## src/cw_seq_pkg.sv

```systemverilog
// Purpose: Shared constants and types for the bypass command word sequencer.
// Assumes: A 10 MHz core clock and a 16-bit command word.
// Notes: Command values are full 16-bit patterns compared after reserved bits are cleared.
package cw_seq_pkg;

   // Width of the command word.
   localparam int CW_WIDTH = 16;

   // Bit positions inside the command word.
   localparam int BIT_START = 0;
   localparam int BIT_FAULT_RESET = 1;
   localparam int BIT_RUN_INHIBIT = 2;
   localparam int BIT_TAKEOVER = 3;
   localparam int BIT_INTERLOCK_LO = 4;
   localparam int BIT_INTERLOCK_HI = 7;
   localparam int BIT_OVERRIDE = 8;
   localparam int BIT_LINK = 9;

   // Bits that software may store; bit 9 and bits 10 to 15 are excluded.
   localparam logic [15:0] WRITABLE_MASK = 16'h01FF;
   localparam logic [15:0] CW_RESET = 16'h0000;

   // Sequence command values.
   localparam logic [15:0] CMD_SWITCH_ON = 16'h0006;
   localparam logic [15:0] CMD_OPERATE = 16'h0007;
   localparam logic [15:0] CMD_ENABLE = 16'h000F;
   localparam logic [15:0] CMD_ACCEL = 16'h002F;
   localparam logic [15:0] CMD_RUN = 16'h006F;

   // Least settling time after reaching ready-to-switch-on.
   localparam int CLK_HZ = 10_000_000;
   localparam int SETTLE_MS = 100;
   localparam int SETTLE_CYCLES = (CLK_HZ / 1000) * SETTLE_MS;

   // Sequencer states.
   typedef enum logic [2:0] {
      ST_NOT_READY,
      ST_READY_SWITCH_ON,
      ST_READY_OPERATE,
      ST_OP_ENABLED,
      ST_ACCEL_ENABLED,
      ST_OPERATING,
      ST_FAULT
   } seq_state_t;

endpackage

```

## src/bypass_control_word_sequencer.sv

```systemverilog
// Purpose: Command word interpreter and start-up sequencer for the bypass node.
// Assumes: All inputs are synchronous to core_clk; the host writes whole 16-bit words.
// Notes: The settling counter only reports; an early write is still obeyed but marked.
//        The one unused state code recovers to not-ready rather than acting as a running state.

//Contract
// - Power-up enters not-ready-to-switch-on state.
// - Word 0x0006 moves to ready-to-switch-on.
// - Word 0x0007 from ready moves to ready-to-operate.
// - Word 0x000F enters operation enabled, no ramp.
// - Word 0x002F releases ramp, accelerator enabled.
// - Word 0x006F enters operating, tracks reference.
// - External fault reset also leaves fault state.
// - System mode ignores network starts to drive.
// - System mode routes start by bypass/drive mode.
// - System mode uses bypass profile; setting only ramp.
// - Bit 0 commands start, clear commands stop.
// - Bit 1 resets fault on rising edge only.
// - Bit 2 inverted run permissive; start still accepted.
// - Bit 3 requests network takeover of control.
// - Bits 4-7 interlocks block start acceptance.
// - Bit 8 selects second override function.
// - Bit 9 reads link state, not writable.
module bypass_control_word_sequencer #(
   parameter int SETTLE_COUNT = cw_seq_pkg::SETTLE_CYCLES
) (
   input wire logic core_clk,
   input wire logic rst,
   input wire logic cw_write,
   input wire logic [15:0] cw_write_data,
   input wire logic link_up,
   input wire logic fault_present,
   input wire logic ext_fault_reset,
   input wire logic system_mode,
   input wire logic bypass_mode,
   input wire logic drive_start_request,
   input wire logic drive_profile_ramp_hold,
   output logic [15:0] command_word_read,
   output logic [2:0] state_code,
   output logic settle_done,
   output logic early_write_seen,
   output logic ramp_generator_release,
   output logic ramp_generator_accel,
   output logic fault_reset_pulse,
   output logic run_permitted,
   output logic start_accepted,
   output logic network_takeover_request,
   output logic start_interlock_one_inhibit,
   output logic start_interlock_two_inhibit,
   output logic start_interlock_three_inhibit,
   output logic start_interlock_four_inhibit,
   output logic override_two_select,
   output logic bypass_start,
   output logic drive_start,
   output logic ramp_hold_out
);

   // Stored command word, holding only the writable bits.
   logic [15:0] cw_reg;
   logic [15:0] cw_next;

   // Sequencer state.
   cw_seq_pkg::seq_state_t state_reg;
   cw_seq_pkg::seq_state_t state_next;

   // Settling counter for the ready-to-switch-on dwell.
   logic [31:0] settle_cnt_reg;
   logic settle_done_reg;

   // Fault reset edges from the word and from the external source.
   logic cw_reset_edge;
   logic ext_reset_edge;
   logic any_reset;

   // Decoded command word fields.
   logic cmd_start;
   logic cmd_run_inhibit;
   logic [3:0] cmd_interlocks;
   logic interlock_missing;
   logic start_ok;
   logic run_ok;
   logic running_state;

   // Write data with the link bit and reserved bits masked off.
   always_comb begin
      cw_next = cw_reg;
      if (cw_write) begin
         cw_next = cw_write_data & cw_seq_pkg::WRITABLE_MASK;
      end
   end

   // Command word storage; starts cleared so no start is pending after power-up.
   always_ff @(posedge core_clk) begin
      if (rst) begin
         cw_reg <= cw_seq_pkg::CW_RESET;
      end else begin
         cw_reg <= cw_next;
      end
   end

   // Field decode from the stored word.
   assign cmd_start = cw_reg[cw_seq_pkg::BIT_START];
   assign cmd_run_inhibit = cw_reg[cw_seq_pkg::BIT_RUN_INHIBIT];
   assign cmd_interlocks = cw_reg[cw_seq_pkg::BIT_INTERLOCK_HI:cw_seq_pkg::BIT_INTERLOCK_LO];
   assign interlock_missing = |cmd_interlocks;

   // The fault reset bit acts only on its rising edge, so a steady one never resets twice.
   rise_pulse u_cw_reset_edge (
      .core_clk(core_clk),
      .rst(rst),
      .level_in(cw_reg[cw_seq_pkg::BIT_FAULT_RESET]),
      .pulse_out(cw_reset_edge)
   );

   // The same edge detector serves the digital-input reset source.
   rise_pulse u_ext_reset_edge (
      .core_clk(core_clk),
      .rst(rst),
      .level_in(ext_fault_reset),
      .pulse_out(ext_reset_edge)
   );

   assign any_reset = cw_reset_edge | ext_reset_edge;

   // Next state: faults take priority over every command value.
   always_comb begin
      state_next = state_reg;
      unique case (state_reg)
         cw_seq_pkg::ST_FAULT: begin
            if (any_reset && !fault_present) begin
               state_next = cw_seq_pkg::ST_NOT_READY;
            end
         end
         cw_seq_pkg::ST_NOT_READY: begin
            if (fault_present) begin
               state_next = cw_seq_pkg::ST_FAULT;
            end else if (cw_write && cw_next == cw_seq_pkg::CMD_SWITCH_ON) begin
               state_next = cw_seq_pkg::ST_READY_SWITCH_ON;
            end
         end
         cw_seq_pkg::ST_READY_SWITCH_ON: begin
            if (fault_present) begin
               state_next = cw_seq_pkg::ST_FAULT;
            end else if (cw_write && cw_next == cw_seq_pkg::CMD_OPERATE) begin
               state_next = cw_seq_pkg::ST_READY_OPERATE;
            end
         end
         cw_seq_pkg::ST_READY_OPERATE: begin
            // Ramp words are refused here: the drive must be enabled before the ramp is freed.
            if (fault_present) begin
               state_next = cw_seq_pkg::ST_FAULT;
            end else if (cw_write) begin
               if (cw_next == cw_seq_pkg::CMD_SWITCH_ON) begin
                  state_next = cw_seq_pkg::ST_READY_SWITCH_ON;
               end else if (cw_next == cw_seq_pkg::CMD_ENABLE) begin
                  state_next = cw_seq_pkg::ST_OP_ENABLED;
               end
            end
         end
         cw_seq_pkg::ST_OP_ENABLED,
         cw_seq_pkg::ST_ACCEL_ENABLED,
         cw_seq_pkg::ST_OPERATING: begin
            // Running states step forward on their word and fall back on an earlier one.
            if (fault_present) begin
               state_next = cw_seq_pkg::ST_FAULT;
            end else if (cw_write) begin
               if (cw_next == cw_seq_pkg::CMD_SWITCH_ON) begin
                  state_next = cw_seq_pkg::ST_READY_SWITCH_ON;
               end else if (cw_next == cw_seq_pkg::CMD_OPERATE) begin
                  state_next = cw_seq_pkg::ST_READY_OPERATE;
               end else if (cw_next == cw_seq_pkg::CMD_ENABLE) begin
                  state_next = cw_seq_pkg::ST_OP_ENABLED;
               end else if (cw_next == cw_seq_pkg::CMD_ACCEL) begin
                  state_next = cw_seq_pkg::ST_ACCEL_ENABLED;
               end else if (cw_next == cw_seq_pkg::CMD_RUN) begin
                  state_next = cw_seq_pkg::ST_OPERATING;
               end
            end
         end
         default: begin
            // The one unused code sends the machine back to the power-up state.
            state_next = cw_seq_pkg::ST_NOT_READY;
         end
      endcase
   end

   // State register; reset always lands in not-ready-to-switch-on.
   always_ff @(posedge core_clk) begin
      if (rst) begin
         state_reg <= cw_seq_pkg::ST_NOT_READY;
      end else begin
         state_reg <= state_next;
      end
   end

   // Settling timer restarts on entry to ready-to-switch-on. The host owns the wait;
   // the device only reports whether it was respected.
   always_ff @(posedge core_clk) begin
      if (rst) begin
         settle_cnt_reg <= 32'h00000000;
         settle_done_reg <= 1'b0;
      end else if (state_next == cw_seq_pkg::ST_READY_SWITCH_ON &&
                   state_reg != cw_seq_pkg::ST_READY_SWITCH_ON) begin
         settle_cnt_reg <= 32'h00000000;
         settle_done_reg <= 1'b0;
      end else if (state_reg == cw_seq_pkg::ST_READY_SWITCH_ON && !settle_done_reg) begin
         settle_cnt_reg <= settle_cnt_reg + 32'h00000001;
         // The flag rises on the edge that completes SETTLE_COUNT whole cycles in the state.
         settle_done_reg <= (settle_cnt_reg + 32'h00000001) >= 32'(SETTLE_COUNT);
      end
   end

   // Sticky flag for any write other than the switch-on word made before the dwell ran out; cleared by reset only.
   always_ff @(posedge core_clk) begin
      if (rst) begin
         early_write_seen <= 1'b0;
      end else if (state_reg == cw_seq_pkg::ST_READY_SWITCH_ON && cw_write && !settle_done_reg &&
                   cw_next != cw_seq_pkg::CMD_SWITCH_ON) begin
         early_write_seen <= 1'b1;
      end
   end

   // Start acceptance ignores the run permissive but needs every interlock.
   assign start_ok = cmd_start && !interlock_missing && state_reg != cw_seq_pkg::ST_FAULT;
   assign run_ok = start_ok && !cmd_run_inhibit;
   assign running_state = state_reg == cw_seq_pkg::ST_OP_ENABLED ||
                          state_reg == cw_seq_pkg::ST_ACCEL_ENABLED ||
                          state_reg == cw_seq_pkg::ST_OPERATING;

   // Start status. Acceptance ignores the run permissive, so a host may start before granting it.
   always_ff @(posedge core_clk) begin
      if (rst) begin
         start_accepted <= 1'b0;
         run_permitted <= 1'b0;
      end else begin
         start_accepted <= start_ok;
         run_permitted <= !cmd_run_inhibit;
      end
   end

   // Plain field mirrors of the stored word, one cycle behind it.
   always_ff @(posedge core_clk) begin
      if (rst) begin
         network_takeover_request <= 1'b0;
         start_interlock_one_inhibit <= 1'b0;
         start_interlock_two_inhibit <= 1'b0;
         start_interlock_three_inhibit <= 1'b0;
         start_interlock_four_inhibit <= 1'b0;
         override_two_select <= 1'b0;
      end else begin
         network_takeover_request <= cw_reg[cw_seq_pkg::BIT_TAKEOVER];
         start_interlock_one_inhibit <= cmd_interlocks[0];
         start_interlock_two_inhibit <= cmd_interlocks[1];
         start_interlock_three_inhibit <= cmd_interlocks[2];
         start_interlock_four_inhibit <= cmd_interlocks[3];
         override_two_select <= cw_reg[cw_seq_pkg::BIT_OVERRIDE];
      end
   end

   // Fault reset strobe, one cycle wide whichever source gave the edge.
   always_ff @(posedge core_clk) begin
      if (rst) begin
         fault_reset_pulse <= 1'b0;
      end else begin
         fault_reset_pulse <= any_reset;
      end
   end

   // Ramp control follows the sequence, taken from the next state so it moves with state_code.
   always_ff @(posedge core_clk) begin
      if (rst) begin
         ramp_generator_release <= 1'b0;
         ramp_generator_accel <= 1'b0;
      end else begin
         ramp_generator_release <= state_next == cw_seq_pkg::ST_ACCEL_ENABLED ||
                                   state_next == cw_seq_pkg::ST_OPERATING;
         ramp_generator_accel <= state_next == cw_seq_pkg::ST_OPERATING;
      end
   end

   // In system mode the selected drive profile only shapes the ramp hold bit; start logic
   // stays on the bypass word whatever profile is chosen.
   always_ff @(posedge core_clk) begin
      if (rst) begin
         ramp_hold_out <= 1'b0;
      end else begin
         ramp_hold_out <= system_mode & drive_profile_ramp_hold;
      end
   end

   // Bypass path start. Outside system mode the bypass word drives it on its own.
   always_ff @(posedge core_clk) begin
      if (rst) begin
         bypass_start <= 1'b0;
      end else if (system_mode) begin
         bypass_start <= run_ok && running_state && bypass_mode;
      end else begin
         bypass_start <= run_ok && running_state;
      end
   end

   // Drive path start. Outside system mode the drive node obeys its own network start;
   // in system mode that request is dropped and the bypass word starts the drive path while bypass_mode is low.
   always_ff @(posedge core_clk) begin
      if (rst) begin
         drive_start <= 1'b0;
      end else if (system_mode) begin
         drive_start <= run_ok && running_state && !bypass_mode;
      end else begin
         drive_start <= drive_start_request;
      end
   end

   // Read-back: live link bit in place of the stored one, reserved bits zero. It shows the word
   // written on the same edge, so a host reading straight after a write sees its own value.
   always_ff @(posedge core_clk) begin
      if (rst) begin
         command_word_read <= cw_seq_pkg::CW_RESET;
      end else begin
         command_word_read <= cw_next | (16'(link_up) << cw_seq_pkg::BIT_LINK);
      end
   end

   // State code, taken from the next state so it moves together with the state register.
   always_ff @(posedge core_clk) begin
      if (rst) begin
         state_code <= 3'(cw_seq_pkg::ST_NOT_READY);
      end else begin
         state_code <= 3'(state_next);
      end
   end

   // Dwell report, one cycle behind the internal flag.
   always_ff @(posedge core_clk) begin
      if (rst) begin
         settle_done <= 1'b0;
      end else begin
         settle_done <= settle_done_reg;
      end
   end

endmodule

```

## src/rise_pulse.sv

```systemverilog
// Purpose: One-cycle pulse on a rising edge of a synchronous level.
// Assumes: The input is already synchronous to core_clk.
// Notes: The history flop clears on reset so a level held high through reset gives a pulse.
module rise_pulse (
   input wire logic core_clk,
   input wire logic rst,
   input wire logic level_in,
   output logic pulse_out
);

   logic last_reg;

   // Keep the previous sample and flag a low-to-high step.
   always_ff @(posedge core_clk) begin
      if (rst) begin
         last_reg <= 1'b0;
         pulse_out <= 1'b0;
      end else begin
         last_reg <= level_in;
         pulse_out <= level_in & ~last_reg;
      end
   end

endmodule

```

## config.mk

```make
export PLATFORM = sky130hd
export DESIGN_NAME = bypass_control_word_sequencer
export DESIGN_NICKNAME = d
export VERILOG_FILES = /design/src/cw_seq_pkg.sv /design/src/bypass_control_word_sequencer.sv /design/src/rise_pulse.sv
export SDC_FILE = /design/constraint.sdc
export NUM_CORES = 1
export LEC_CHECK = 0
export BUFFER_PORTS_ARGS = -buffer_cell sky130_fd_sc_hd__buf_2
export CAP_MARGIN = 20
export CELL_PAD_IN_SITES_DETAIL_PLACEMENT = 1
export CELL_PAD_IN_SITES_GLOBAL_PLACEMENT = 2
export CORE_MARGIN = 4
export CORE_UTILIZATION = 30
export CTS_CLUSTER_SIZE = 12
export DETAILED_ROUTE_END_ITERATION = 7
export PLACE_DENSITY_LB_ADDON = 0.1
export RECOVER_POWER = 25
export SLEW_MARGIN = 10
export SYNTH_ARGS = -nofsm -noshare
export SYNTH_HDL_FRONTEND = slang
export SYNTH_SLANG_ARGS = --single-unit
```

## constraint.sdc

```tcl
create_clock -name core_clk -period 2.3 [get_ports core_clk]
set_input_delay 0.115 -clock core_clk [delete_from_list [all_inputs] [get_ports core_clk]]
set_output_delay 0.115 -clock core_clk [all_outputs]
set_load 0.02 [all_outputs]
```

# Yosys cells after proc, flatten, opt, wreduce, memory -nomap -nowiden
# Index checks and enable logic that the tools add are counted.
# word_totals
input_bits	26
word_cells	97
out_inout_bits	35
reg_bits	88
# classes
n_lt_le_gt_ge	1
add_sub_neg	1
muxes	20
n_bitwise	7
eq_ne	17
reduce_logical	26
# ops
op	count
two-way mux 3 bit	16
adder 32 x 1 -> 32 bit (second input constant)	1
== test 16 x 3 -> 1 bit (second input constant)	2
>= comparator 32 x 20 -> 1 bit (second input constant)	1
== test 16 x 4 -> 1 bit (second input constant)	1
== test 16 x 6 -> 1 bit (second input constant)	1
== test 16 x 7 -> 1 bit (second input constant)	1
two-way mux 16 bit	1
inequality test 16 x 3 -> 1 bit (second input constant)	1
OR 16 x 10 -> 16 bit	1
== test 3 bit (second input constant)	5
one-hot mux 3 bit (5 select lines)	1
logical AND 1 bit	14
== test 3 x 1 -> 1 bit (second input constant)	2
== test 3 x 2 -> 1 bit (second input constant)	2
logical NOT 1 bit	5
OR reduction 4 bit	1
AND 1 bit	3
logical NOT 3 bit	1
logical OR 1 bit	3
inequality test 3 x 1 -> 1 bit (second input constant)	1
inequality test 3 bit (second input constant)	1
OR reduction 3 bit	1
two-way mux 1 bit	2
other kinds (3)	4

# Depth between registers and ports, before layout
# logic_depth
depth_word	13
ltp_mapped	10
mapped_depth_nobuf	8

# Hierarchy
# Synthesis repeated with hierarchy kept, for this count alone.
# unflattened
hier_cells	440
area_unflattened_um2	3841.2
# modules_own_cells
module	n_inst	seq_area_each_um2	cells_per_inst	area_per_inst_um2
bypass_control_word_sequencer	1	1381.3	432	3723.6
rise_pulse	2	40.0	4	58.8

# Least setup slack after synthesis
# No wires, ideal clock.
# synth_path
path_kind	register to register
start	reg state_code[0] (netlist name)
end	reg settle_cnt_reg[30]
setup_time_ps	115
required_ps	2185
period_less_slack_ps	2161
n_path_buf	2
path_stages_with_launch	10
t_arrival_ps	2046
setup_slack_ps	139
cell_sequence	dfxtp_1 clkbuf_1 or3b_2 nor2_1 buf_2 and3_1 nand2_1 nor2_1 xnor2_1 nor2_1
# synth_lines
element	line	source
end signal, assigned	bypass_control_word_sequencer.sv:207	settle_cnt_reg <= settle_cnt_reg + 32'h00000001;
end, declared	bypass_control_word_sequencer.sv:67	logic [31:0] settle_cnt_reg;

# Worst setup path in the final report
# layout_path
start	reg cw_reg[13]
end	reg ramp_generator_accel
# layout_via
elab_chain_len	11
word_cells_on_any_way	25
classes_between	6 x eq/ne; 17 x mux; 2 x reduce/logical
# layout_rtl
element	line	source
start, declared	bypass_control_word_sequencer.sv:59	logic [15:0] cw_reg;
start signal, assigned	bypass_control_word_sequencer.sv:95	cw_reg <= cw_seq_pkg::CW_RESET;
start signal, assigned	bypass_control_word_sequencer.sv:97	cw_reg <= cw_next;
two-way mux 16 bit (*)	bypass_control_word_sequencer.sv:87	if (cw_write) begin
== test 16 x 7 -> 1 bit	bypass_control_word_sequencer.sv:175	end else if (cw_next == cw_seq_pkg::CMD_RUN) begin
two-way mux 3 bit	bypass_control_word_sequencer.sv:175	
two-way mux 3 bit	bypass_control_word_sequencer.sv:173	end else if (cw_next == cw_seq_pkg::CMD_ACCEL) begin
two-way mux 3 bit	bypass_control_word_sequencer.sv:171	end else if (cw_next == cw_seq_pkg::CMD_ENABLE) begin
two-way mux 3 bit	bypass_control_word_sequencer.sv:169	end else if (cw_next == cw_seq_pkg::CMD_OPERATE) begin
two-way mux 3 bit	bypass_control_word_sequencer.sv:167	if (cw_next == cw_seq_pkg::CMD_SWITCH_ON) begin
two-way mux 3 bit	bypass_control_word_sequencer.sv:166	end else if (cw_write) begin
two-way mux 3 bit	bypass_control_word_sequencer.sv:164	if (fault_present) begin
one-hot mux 3 bit (5 select lines) (*)	bypass_control_word_sequencer.sv:128	unique case (state_reg)
== test 3 bit (*)	bypass_control_word_sequencer.sv:277	ramp_generator_accel <= state_next == cw_seq_pkg::ST_OPERATING;
end signal, assigned	bypass_control_word_sequencer.sv:277	
end, declared	bypass_control_word_sequencer.sv:43	output logic ramp_generator_accel,
# Every way passes the cells marked *; elsewhere a longest branch is shown, timed or not.
# A chain may end at the register's enable or synchronous reset.

==> out/metrics.csv <==
stage;metric;value;unit
run_status;status;complete, no violations;
synthesis;synth_top_family_by_area;simple AND/OR/NAND/NOR gates;
detailed_routing;drcViolationCount;0;
timing;fin_tns_setup;0;ns
power_and_ir_drop;power.leakage;0.00210;uW
synthesis;synth_edf_count;0;
floorplan;num_rows;40;
detailed_routing;drt_iter0_drc;125;
timing;fmax;438;MHz
timing;fin_skew;0.00732;ns
clocking;clk_pin_slew;0.06;ns
clocking;clockRootBuffer;clkbuf_16;
timing;slew_violations;0;
synthesis;syn_inst;438;
final_layout;area_growth;31.0;%
floorplan;die_width;120;um
global_routing;grt_usage;14.7;%
setup_path;crit_chain;nor4_4 -> a31oi_4 -> or2_4 -> o41ai_4 -> a211oi_2 -> buf_4 -> buf_4 -> nor3b_2 -> and2_1;
synthesis;synth_compound_area_share;11.3;%
timing;worst_pin_slew;0.452;ns
timing;layout_worst_path_cycle_share;99.3;%
placement;place_congestion;0.806;
clocking;htreeDepth;3;
setup_path;slowest_delay;0.33;ns
setup_path;cp_common_cell;buf_4;
global_routing;grt_max_degree;27;
setup_path;worstSetupPathType;flop to flop;
final_layout;fin_nets;549;
synthesis;synthSimpleGateAreaFrac;30.8;%
detailed_routing;wire_per_inst;15.1;um
placement;port-buffer-count;53;
synthesis;async_flop_share;0;%
synthesis;ys_seq_area_share;38.8;%
synthesis;synth_xor_area_share;8.61;%
synthesis;synth_area_leader_cell;dfxtp_1;
setup_path;path_buf_inv;2;
setup_path;cp_data_arrival_time;2.52;ns
final_layout;fin_cells;694;
power_and_ir_drop;power.density;666;nW/um^2
floorplan;die_y;120;um
global_routing;grt_pass1_wl;16800;um
clocking;cts_buffers;9;
final_layout;fin_util;40.5;%
hold_path;min_path_type;primary input to flop;
detailed_routing;routed_wl;10500;um
synthesis;synth_common_cells;dfxtp_1, nor2_1, nand2_1, xor2_1, and2_1;
timing;rsz0062_at_grt;true;
synthesis;synth_mux_area_share;2.96;%
timing;relSlewSlack;69.6;%
synthesis;syn_area;3760;um^2
detailed_routing;vias;3278;
clocking;clock_latency;0.34;ns
synthesis;yosysWarningCount;0;
synthesis;ys_ff_latch;73;
timing;setup_viol;0;
final_layout;largest_reg_flops;32;
detailed_routing;final_antenna_net_count;0;
detailed_routing;dr.pass1.iters;4;
setup_path;cp_top_family;simple AND/OR/NAND/NOR gates;
placement;dp_cells;672;
final_layout;fillCellCount;1429;
setup_path;worst_setup_path_start_kind;flop;
global_routing;grt-ovfl-total;0;
clocking;cts_num_sinks;73;
setup_path;required;2.54;ns
timing;fin_crit;2.28;ns
setup_path;critPathCaptureType;flop;
final_layout;drive_gt1_share;29.1;%
synthesis;syn_area_per_cell;8.59;um^2
power_and_ir_drop;ir_drop;0.000245;V
global_routing;antenna_found_initial;0;
synthesis;yosysMostFrequentCell;dfxtp_1;
flow_run;maxCapViolations;0;
synthesis;synth_area_leaders;dfxtp_1, nor2_1, xor2_1, buf_4, and2_1;
floorplan;start_util;30.9;%
final_layout;antenna_cells;0;
synthesis;yosysTopAreaCellShare;38.8;%
clocking;cts_tree;done;
synthesis;synth_cell_types;64;
timing;finalHoldViolCount;0;
detailed_routing;avgViaCountPerCell;4.72;
floorplan;ios;61;
setup_path;cp_slowest_cell;dfxtp_1;
synthesis;synth_fp_nets;466;
synthesis;ys.flop_type;dfxtp_1;
floorplan;die_area;14400;um^2
global_routing;grt_pass1_vias;3283;
placement;hpwl;7640;um
clocking;cts_max_path_buffers;2;
setup_path;path_max_fanout;7;
timing;holdWs;0.0337;ns
synthesis;synth_adder_area_share;0.665;%
floorplan;coreArea;12200;um^2
[per-stage QoR]
stage	instance area (um^2)	setup slack (ns)	total power, uW
2_1_floorplan	3760	0.139	1500
3_3_place_gp	4400	-0.0481	1610
3_5_place_dp	4400	-0.123	1610
4_1_cts	4810	0.00379	3310
5_1_grt	4930	-0.113	3430
6_report	4930	0.0157	3280
[what timing repair did]
| action | 4_1_cts | 5_1_grt |
|---|---|---|
| cloned | 0 | 2 |
| setup endpoints to repair | 34 | 34 |
| setup buffers | 0 | 1 |
| hold endpoints to repair | 3 | 0 |
| pin swaps | 1 | 9 |
| hold buffers | 3 | 0 |
| gates resized for setup | 4 | 14 |
[layer usage]
metal	track usage, %	wire [um]	vias to the layer above
met5	0	0	-
met4	6.44	188	0
met3	3.16	381	14
met2	21.3	4460	46
met1	20.7	5430	1549
li1	-	-	1669
[power breakdown]
part / switching [uW] / internal (uW) / total (uW)
registers: 16.2 / 1290 / 1310
clock network: 598 / 1070 / 1670
logic: 174 / 135 / 309
[worst paths after layout]
path	startpoint	endpoint	slack, ns	depth (start not counted)
worst max register to register	cw_reg[13]	ramp_generator_accel	0.02	9
worst max-delay path	cw_reg[13]	ramp_generator_accel	0.02	9
worst min-delay path	system_mode	ramp_hold_out	0.03	2
worst min register to register	u_cw_reset_edge.last_reg	u_cw_reset_edge.pulse_out	0.38	1
[cells by family after synthesis]
kind of cell,Yosys count
and+or+nand+nor,216
DFF,73
AOI/OAI and AO/OA,55
buffers and inverters,44
xor gates and xnor gates,37
muxes,11
adders and majority gates,2
[layout by cell type, fill, tap and decap left out, types with 3 or more instances in the layout]
master and n:
dfxtp_1 71, nor2_1 65, buf_2 53, buf_4 48, nand2_1 28, xor2_1 24, nand3_1 17, and2_1 16
nor2b_1 15, and3_1 13, xnor2_1 13, nor3_1 12, clkbuf_16 11, o21ai_0 10, mux2i_1 10, a21oi_1 9
and4_1 7, inv_1 6, nand4_1 5, nor2_2 5, or2_2 4, nor3b_1 4, nand2b_1 3, a311oi_1 3
and2_0 3, bufinv_16 3, dlygate4sd3_1 3, clkbuf_1 3
[final cells by class]
type / count / area, um^2 / share of cell area (%)
sequential: 73 / 1460 / 29.7
multi-input combinational: 321 / 2150 / 43.5
clock buffer: 9 / 225 / 4.57
inverter: 6 / 22.5 / 0.457
clock inverter: 7 / 125 / 2.54
timing repair buffer: 110 / 737 / 14.9
tap: 168 / 210 / 4.26
Note: power is estimated with default switching activity, not from simulation.
